**src/verilog/lis_consts.svh**
```systemverilog
`ifndef LIS_CONSTS_SVH
`define LIS_CONSTS_SVH

// register address of the indicator configuration word
`define LIS_CFG_ADDR      5'h14
// field positions inside the configuration word
`define LIS_FIRST_HI      15
`define LIS_FIRST_LO      12
`define LIS_SECOND_HI     11
`define LIS_SECOND_LO     8
`define LIS_THIRD_HI      7
`define LIS_THIRD_LO      4
`define LIS_DUR_HI        3
`define LIS_DUR_LO        2
`define LIS_PULSE_BIT     1
// reset values of the fields
`define LIS_FIRST_RST     4'h0
`define LIS_SECOND_RST    4'h4
`define LIS_THIRD_RST     4'h2
`define LIS_DUR_RST       2'h0
`define LIS_PULSE_RST     1'h1
// clock rate and nominal times
`define LIS_CLK_KHZ       125000
`define LIS_STR0_MS       30
`define LIS_STR1_MS       60
`define LIS_STR2_MS       100
`define LIS_FAST_HALF_MS  50
`define LIS_SLOW_HALF_MS  250
// counter width, wide enough for the longest time
`define LIS_CNT_W         28

`endif

```
**src/verilog/lis_pkg.sv**
```systemverilog
`include "lis_consts.svh"

package lis_pkg;

	// display mode codes of one indicator field
	typedef enum logic [3:0] {
		MODE_SPEED    = 4'h0,
		MODE_TX       = 4'h1,
		MODE_RX       = 4'h2,
		MODE_COL      = 4'h3,
		MODE_LINK     = 4'h4,
		MODE_DUPLEX   = 4'h5,
		MODE_UNUSED6  = 4'h6,
		MODE_ACT      = 4'h7,
		MODE_ON       = 4'h8,
		MODE_OFF      = 4'h9,
		MODE_FAST     = 4'ha,
		MODE_SLOW     = 4'hb,
		MODE_LINK_RX  = 4'hc,
		MODE_CODE_D   = 4'hd,
		MODE_CODE_E   = 4'he,
		MODE_CODE_F   = 4'hf
	} lis_mode_e;

	typedef logic [`LIS_CNT_W-1:0] lis_cnt_t;

	// state of one indicator driver
	typedef struct packed {
		lis_cnt_t stretchCnt; // remaining stretch time
		logic     led;        // registered indicator level
	} lis_drv_s;

	// state of the top block
	typedef struct packed {
		logic [3:0]  firstMode;  // first indicator mode
		logic [3:0]  secondMode; // second indicator mode
		logic [3:0]  thirdMode;  // stored only
		logic [1:0]  durSel;     // stretch duration select
		logic        pulseEn;    // global stretch enable
		lis_cnt_t    fastCnt;    // fast blink timer
		lis_cnt_t    slowCnt;    // slow blink timer
		logic        fastPhase;  // fast blink level
		logic        slowPhase;  // slow blink level
		logic [15:0] rdData;     // read data register
	} lis_top_s;

endpackage : lis_pkg

```
**src/verilog/lis_led_top.sv**
```systemverilog
`timescale 1ns/1ps
`include "lis_consts.svh"

// Contract
// - first mode bits 15:12, reset 0000, speed
// - codes 0001 transmit, 0011 collision, stretched
// - code 0101 shows duplex, not stretched
// - code 0111 shows activity, stretched
// - 1000 on, 1001 off, 1010 fast blink
// - second mode bits 11:8, reset 0100, link
// - second code 1011 blinks slowly
// - second code 1100 link plus receive
// - first code 1110 link plus activity
// - first code 1111 duplex plus collision
// - link solid on, receive/activity blinks
// - full duplex solid on, collision blinks
// - combined modes always stretched
// - bit 1 enables stretching, resets set
// - duration 30/60/100 ms, 11 reserved
module lis_led_top
	import lis_pkg::*;
#(
	parameter int unsigned STR0_CYC  = `LIS_STR0_MS * `LIS_CLK_KHZ,       // 30 ms
	parameter int unsigned STR1_CYC  = `LIS_STR1_MS * `LIS_CLK_KHZ,       // 60 ms
	parameter int unsigned STR2_CYC  = `LIS_STR2_MS * `LIS_CLK_KHZ,       // 100 ms
	parameter int unsigned FAST_CYC  = `LIS_FAST_HALF_MS * `LIS_CLK_KHZ,  // fast half period
	parameter int unsigned SLOW_CYC  = `LIS_SLOW_HALF_MS * `LIS_CLK_KHZ   // slow half period
)
(
	input  wire logic        mclk,
	input  wire logic        rst_b,
	input  wire logic        regWrEn,
	input  wire logic [4:0]  regAddr,
	input  wire logic [15:0] regWrData,
	output logic      [15:0] regRdData,
	input  wire logic        linkUp,
	input  wire logic        speed100,
	input  wire logic        fullDuplex,
	input  wire logic        txEvent,
	input  wire logic        rxEvent,
	input  wire logic        colEvent,
	output logic             firstIndicator,
	output logic             secondIndicator
);

	lis_top_s state_reg;   // registered state
	lis_top_s state_next;  // next state
	lis_cnt_t stretchLoad; // selected stretch length
	logic     cfgHit;      // address decodes to config word

	// stretch length for a duration code
	function automatic lis_cnt_t durCycles(input logic [1:0] sel);
		lis_cnt_t cyc;
		cyc = lis_cnt_t'(STR0_CYC);
		unique case (sel)
			2'h0: cyc = lis_cnt_t'(STR0_CYC);
			2'h1: cyc = lis_cnt_t'(STR1_CYC);
			2'h2: cyc = lis_cnt_t'(STR2_CYC);
			2'h3: cyc = lis_cnt_t'(STR0_CYC); // reserved code
		endcase
		return cyc;
	endfunction : durCycles

	// packs the stored fields into the register word
	function automatic logic [15:0] cfgWord(input lis_top_s s);
		logic [15:0] w;
		w = 16'h0000;
		w[`LIS_FIRST_HI:`LIS_FIRST_LO] = s.firstMode;
		w[`LIS_SECOND_HI:`LIS_SECOND_LO] = s.secondMode;
		w[`LIS_THIRD_HI:`LIS_THIRD_LO] = s.thirdMode;
		w[`LIS_DUR_HI:`LIS_DUR_LO] = s.durSel;
		w[`LIS_PULSE_BIT] = s.pulseEn;
		return w;
	endfunction : cfgWord

	assign cfgHit = (regAddr == `LIS_CFG_ADDR);
	assign stretchLoad = durCycles(state_reg.durSel);

	// register writes, read data and blink timers
	always_comb
	begin
		state_next = state_reg;
		if (regWrEn && cfgHit)
		begin
			state_next.firstMode = regWrData[`LIS_FIRST_HI:`LIS_FIRST_LO];
			state_next.secondMode = regWrData[`LIS_SECOND_HI:`LIS_SECOND_LO];
			state_next.thirdMode = regWrData[`LIS_THIRD_HI:`LIS_THIRD_LO];
			state_next.durSel = regWrData[`LIS_DUR_HI:`LIS_DUR_LO];
			state_next.pulseEn = regWrData[`LIS_PULSE_BIT];
		end
		// other addresses read zero
		state_next.rdData = cfgHit ? cfgWord(state_reg) : 16'h0000;
		// fast blink toggles each half period
		if (state_reg.fastCnt >= lis_cnt_t'(FAST_CYC - 1))
		begin
			state_next.fastCnt = '0;
			state_next.fastPhase = !state_reg.fastPhase;
		end
		else
		begin
			state_next.fastCnt = state_reg.fastCnt + lis_cnt_t'(1);
		end
		// slow blink toggles each half period
		if (state_reg.slowCnt >= lis_cnt_t'(SLOW_CYC - 1))
		begin
			state_next.slowCnt = '0;
			state_next.slowPhase = !state_reg.slowPhase;
		end
		else
		begin
			state_next.slowCnt = state_reg.slowCnt + lis_cnt_t'(1);
		end
	end

	// state register with documented defaults
	always_ff @(posedge mclk or negedge rst_b)
	begin
		if (!rst_b)
		begin
			state_reg <= '0;
			state_reg.firstMode <= `LIS_FIRST_RST;
			state_reg.secondMode <= `LIS_SECOND_RST;
			state_reg.thirdMode <= `LIS_THIRD_RST;
			state_reg.durSel <= `LIS_DUR_RST;
			state_reg.pulseEn <= `LIS_PULSE_RST;
		end
		else
		begin
			state_reg <= state_next;
		end
	end

	assign regRdData = state_reg.rdData;

	// first indicator driver
	lis_indicator #(
		.IS_FIRST (1'b1)
	) uFirst (
		.mclk        (mclk),
		.rst_b       (rst_b),
		.mode        (state_reg.firstMode),
		.pulseEn     (state_reg.pulseEn),
		.stretchLoad (stretchLoad),
		.fastPhase   (state_reg.fastPhase),
		.slowPhase   (state_reg.slowPhase),
		.linkUp      (linkUp),
		.speed100    (speed100),
		.fullDuplex  (fullDuplex),
		.txEvent     (txEvent),
		.rxEvent     (rxEvent),
		.colEvent    (colEvent),
		.led         (firstIndicator)
	);

	// second indicator driver
	lis_indicator #(
		.IS_FIRST (1'b0)
	) uSecond (
		.mclk        (mclk),
		.rst_b       (rst_b),
		.mode        (state_reg.secondMode),
		.pulseEn     (state_reg.pulseEn),
		.stretchLoad (stretchLoad),
		.fastPhase   (state_reg.fastPhase),
		.slowPhase   (state_reg.slowPhase),
		.linkUp      (linkUp),
		.speed100    (speed100),
		.fullDuplex  (fullDuplex),
		.txEvent     (txEvent),
		.rxEvent     (rxEvent),
		.colEvent    (colEvent),
		.led         (secondIndicator)
	);

endmodule : lis_led_top

```
**src/verilog/lis_indicator.sv**
```systemverilog
`timescale 1ns/1ps
`include "lis_consts.svh"

// one indicator: selects a status, stretches events, mixes combined modes
module lis_indicator
	import lis_pkg::*;
#(
	parameter bit IS_FIRST = 1'b1 // first indicator decodes 1110/1111 combined
)
(
	input  wire logic       mclk,
	input  wire logic       rst_b,
	input  wire logic [3:0] mode,
	input  wire logic       pulseEn,
	input  wire lis_cnt_t   stretchLoad,
	input  wire logic       fastPhase,
	input  wire logic       slowPhase,
	input  wire logic       linkUp,
	input  wire logic       speed100,
	input  wire logic       fullDuplex,
	input  wire logic       txEvent,
	input  wire logic       rxEvent,
	input  wire logic       colEvent,
	output logic            led
);

	lis_drv_s state_reg;  // registered state
	lis_drv_s state_next; // next state
	logic     evt;        // selected raw event
	logic     primary;    // solid driver of combined modes
	logic     combined;   // combined mode active
	logic     stretched;  // event after stretching

	// decode mode, stretch, form indicator level
	always_comb
	begin
		state_next = state_reg;
		evt = 1'b0;
		primary = 1'b0;
		combined = 1'b0;
		unique case (mode)
			MODE_TX:      evt = txEvent;
			MODE_COL:     evt = colEvent;
			MODE_RX:      evt = rxEvent;
			MODE_ACT:     evt = rxEvent | txEvent;
			MODE_LINK_RX:
			begin
				combined = 1'b1;
				primary = linkUp;
				evt = rxEvent;
			end
			MODE_CODE_D:
			begin
				combined = !IS_FIRST;
				primary = linkUp;
				evt = IS_FIRST ? 1'b0 : (rxEvent | txEvent); // unused code of the first field
			end
			MODE_CODE_E:
			begin
				combined = 1'b1;
				primary = IS_FIRST ? linkUp : fullDuplex;
				evt = IS_FIRST ? (rxEvent | txEvent) : colEvent;
			end
			MODE_CODE_F:
			begin
				combined = IS_FIRST;
				primary = fullDuplex;
				evt = IS_FIRST ? colEvent : 1'b0; // unused code of the second field
			end
			default:      evt = 1'b0;
		endcase
		// each event restarts the count
		if (evt)
		begin
			state_next.stretchCnt = stretchLoad;
		end
		else if (state_reg.stretchCnt != '0)
		begin
			state_next.stretchCnt = state_reg.stretchCnt - lis_cnt_t'(1);
		end
		// combined modes stretch whatever the enable says
		if (pulseEn || combined)
		begin
			stretched = evt || (state_reg.stretchCnt != '0);
		end
		else
		begin
			stretched = evt;
		end
		unique case (mode)
			MODE_SPEED:   state_next.led = speed100;
			MODE_LINK:    state_next.led = linkUp;
			MODE_DUPLEX:  state_next.led = fullDuplex;
			MODE_ON:      state_next.led = 1'b1;
			MODE_OFF:     state_next.led = 1'b0;
			MODE_FAST:    state_next.led = fastPhase;
			MODE_SLOW:    state_next.led = slowPhase;
			MODE_UNUSED6: state_next.led = 1'b0;
			default:
			begin
				if (combined)
				begin
					// solid on, blinks while secondary events run
					state_next.led = primary && (!stretched || fastPhase);
				end
				else
				begin
					state_next.led = stretched;
				end
			end
		endcase
	end

	// state register
	always_ff @(posedge mclk or negedge rst_b)
	begin
		if (!rst_b)
		begin
			state_reg <= '0;
		end
		else
		begin
			state_reg <= state_next;
		end
	end

	assign led = state_reg.led;

endmodule : lis_indicator

```
**config.mk**
```make
export PLATFORM = sky130hd
export DESIGN_NAME = lis_led_top
export DESIGN_NICKNAME = d
export VERILOG_FILES = /design/src/verilog/lis_pkg.sv /design/src/verilog/lis_led_top.sv /design/src/verilog/lis_indicator.sv
export VERILOG_INCLUDE_DIRS = /design/src /design/src/verilog
export SDC_FILE = /design/constraint.sdc
export NUM_CORES = 1
export LEC_CHECK = 0
export CAP_MARGIN = 10
export CORE_MARGIN = 10
export CORE_UTILIZATION = 40
export CTS_BUF_LIST = sky130_fd_sc_hd__clkbuf_4 sky130_fd_sc_hd__clkbuf_8 sky130_fd_sc_hd__clkbuf_16
export DETAILED_ROUTE_END_ITERATION = 8
export DONT_BUFFER_PORTS = 1
export HOLD_SLACK_MARGIN = 0.12
export MAX_ROUTING_LAYER = met4
export RECOVER_POWER = 25
export SLEW_MARGIN = 20
export SYNTH_ARGS = -nofsm -noshare
export SYNTH_HDL_FRONTEND = slang
export SYNTH_SLANG_ARGS = --single-unit
```
**constraint.sdc**
```tcl
create_clock -name mclk -period 4 [get_ports mclk]
set_input_delay 0.4 -clock mclk [delete_from_list [all_inputs] [get_ports mclk]]
set_output_delay 0.4 -clock mclk [all_outputs]
set_load 0.05 [all_outputs]
```
==> results.json <==
{
  "drive_gt1_share_pct": 9.87,
  "synth_edf_count": 0,
  "leakage_uw": 0.00326,
  "place_area_sq_mm": 0.00764,
  "remaining_drc_errors": 0,
  "clock_skew_ps": 10.7,
  "report.final.slew_viol_count": 147,
  "regArea_sq_mm": 0.00366,
  "pwr-share-seq_pct": 45.4,
  "ctsResizeCount": 0,
  "multi_input_area_sq_mm": 0.00358,
  "p_sw_share_pct": 31.5,
  "hold_viol_final": 0,
  "drv_cap": 1,
  "fin_crit_sh_pct": 67.4,
  "die-area_sq_mm": 0.0246,
  "portBuffers": 0,
  "rrSetupSlack_ps": 1300,
  "routed_wl_mm": 16.0,
  "tns_ps": 0,
  "fp.dieW_um": 157,
  "whs_path_depth": 1,
  "synth_area_leaders": "dfrtp_1 48%, nor2_1 4.6%, xnor2_1 4.6%",
  "yosysSeqAreaShare_pct": 48.7,
  "ff2ff_path_depth": 7,
  "synth_cells": 753,
  "cts_made_buffers": 17,
  "area_growth_pct": 11.8,
  "grt_pass1_vias": 5453,
  "reg2reg_to": "uSecond.state_reg[14]",
  "power.switching_uw": 1430,
  "top_level_ports": 48,
  "ys_types": 70,
  "antenna_found_initial": 0,
  "drt_iter0_drc": 249,
  "cts_tree": "built",
  "diodes": 0,
  "clock-sinks": 146,
  "setup_ws_ps": 1300,
  "ys_ff_latch": 146,
  "fin_crit_ps": 2700,
  "max_freq_mhz": 371,
  "fin_nets": 796,
  "vias": 5614,
  "clock_power_share_pct": 35.8,
  "crit_chain": "inv_1 -> ha_1 -> nor4b_1 -> nand4b_1 -> o31ai_1 -> or4_1 -> nand3_1",
  "rsz0062_at_grt": "false",
  "violations": "capacitance limit, slew limit",
  "slowest_stage": "o31ai_1",
  "slowest_delay_ps": 860,
  "largest_reg_flops": 73,
  "min_path_type": "input pin to flip-flop",
  "drtPass1Iterations": 5,
  "max_slew_margin_pct": -33.7,
  "crit_path_start_kind": "flip-flop",
  "overflow": 0,
  "antenna_left": 0,
  "fill_cells": 1696,
  "synthArstFlopShare_pct": 100,
  "cts_htree_levels": 4,
  "post-route-util_pct": 45.2,
  "reg2reg_from": "uSecond.state_reg[1]",
  "worstHoldStart": "regWrData[3]",
  "setup_viol": 0,
  "worstPathMaxFanout": 13,
  "ir_drop_mv": 0.341,
  "viasPerCell": 5.59,
  "cp-end-kind": "flip-flop",
  "row_count": 50,
  "grt_use_total_pct": 13.8,
  "worst_slew_pin_slew_ps": 2010,
  "grt_pass1_wl_mm": 26.7,
  "start_util_pct": 40.4,
  "ys_warn_count": 0,
  "synth_area_leader_cell": "dfrtp_1",
  "path_class": "flip-flop to flip-flop",
  "internal_power_uw": 3100,
  "cts_root_buf": "clkbuf_16",
  "status": "finished, violations left",
  "clk_pin_slew_ps": 60,
  "clockBufferDepth": 2,
  "synth_top_area_share_pct": 47.7,
  "grt_max_degree": 147,
  "coreArea_sq_mm": 0.0186,
  "ys.flop_type": "dfrtp_1",
  "place_congestion": 0.819,
  "hold_slack_ps": 141,
  "dieHeight_um": 157,
  "wl_per_cell_um": 16.0,
  "power_frac_comb_pct": 18.8,
  "power.density_mw_per_mm2": 540,
  "syn_area_sq_mm": 0.00751,
  "insertion_delay_ps": 430,
  "crit_arrival_ps": 2970,
  "final_cell_area_sq_mm": 0.00840,
  "cp.required_ps": 4270,
  "hpwl_mm": 10.9,
  "pre_cts_ws_ps": 1350,
  "hold_path_end": "state_reg[76]",
  "syn_avg_cell_area_sq_um": 9.97
}
[area by class of cell]
cell class	instances	share of cell area, %
Clock buffer	19	5.25
Clock inverter	13	1.91
Inverter	19	0.849
Multi-Input combinational cell	552	42.7
Sequential cell	146	43.6
Tap cell	234	3.49
Timing Repair Buffer	21	2.28
[power by group through the flow]
stage / clock network, uW / registers, uW / logic, uW
after floorplan: 0 / 1960 / 708
after global placement: 0 / 2060 / 781
after detailed placement: 0 / 2070 / 810
after CTS: 1660 / 2050 / 861
after global routing: 1730 / 2090 / 971
final: 1620 / 2060 / 853
[worst max-delay path by stage]
stage                          from                    end  slack [ps]  cells past startpoint
2_1_floorplan   uFirst.state_reg[3]   uFirst.state_reg[12]        1810                      5
3_3_place_gp   uSecond.state_reg[1]  uSecond.state_reg[10]        1390                      7
3_5_place_dp   uSecond.state_reg[1]  uSecond.state_reg[10]        1350                      7
4_1_cts        uSecond.state_reg[1]  uSecond.state_reg[10]        1310                      7
5_1_grt        uSecond.state_reg[1]  uSecond.state_reg[14]        1060                      7
6_report       uSecond.state_reg[1]  uSecond.state_reg[14]        1300                      7
[routing by layer]
layer	GRT usage [%]	share of wire, %	up-vias
li1	-	-	2703
met3	3.30	3.5	21
met5	-	0	-
met1	16.8	45	2800
met4	5.17	1.6	0
met2	21.8	50	90
[layout by cell type (no fill, tap or decap), types with 5 or more instances in the layout]
cell and count:
dfrtp_1 143, nor2_1 92, xnor2_1 39, nand2_1 33, nand3_1 32, xor2_1 29, a21oi_1 21, inv_1 19
o31ai_1 18, nor3_1 18, or4_1 18, a31oi_1 17, mux2_2 17, clkbuf_16 17, or3_1 15, dlygate4sd3_1 15
o21ai_0 14, nand4_1 14, nor4_1 13, o21ai_1 13, and2_1 13, and3_1 12, and2_0 12, ha_1 9
conb_1 9, nor3b_1 6, nand2b_1 6, and4_1 6, nor2b_1 5, o211ai_1 5
[Yosys cell counts (4+ instances only)]
master,number
a21oi_1,21
a31oi_1,17
and2_1,25
and3_1,12
and4_1,6
buf_4,16
clkbuf_1,26
dfrtp_1,143
ha_1,9
inv_1,19
mux2_2,17
nand2_1,33
nand2b_1,6
nand3_1,32
nand4_1,14
nor2_1,92
nor2b_1,5
nor3_1,18
nor3b_1,6
nor4_1,13
nor4b_1,4
o211ai_1,5
o21ai_0,14
o21ai_1,13
o22ai_1,4
o31ai_1,18
o41ai_1,4
or3_1,15
or4_1,18
xnor2_1,39
xor2_1,29
[kinds of logic after synthesis]
group | Yosys count | share of synthesized area [%]
buffers and inverters | 63 | 3.97
adders and majority gates | 10 | 1.63
other | 1 | 0.0500
DFF | 146 | 48.7
AOI/OAI and AO/OA | 118 | 10.5
muxes | 20 | 2.95
and+or+nand+nor | 327 | 24.3
xor gates and xnor gates | 68 | 7.93
[what timing repair did]
item	in CTS	in global routing
setup buffers	0	0
hold buffers	16	0
endpoints found under the hold margin	160	0
[worst max-delay path: cells and delay by family, from the launching register on]
| kind | cells | cell delay, ps |
|---|---|---|
| AO/OA/AOI/OAI | 1 | 860 |
| adder cells (fa/ha/maj) | 1 | 150 |
| buffers and inverters | 1 | 120 |
| flip-flops | 1 | 390 |
| AND/OR/NAND/NOR | 4 | 1020 |
[stage by stage]
stage	cells	power, uW
6_report	1004	4530
5_1_grt	1004	4790
4_1_cts	1003	4570
3_5_place_dp	955	2880
3_3_place_gp	955	2840
2_1_floorplan	761	2670
Power figures use the tool's default switching activity.
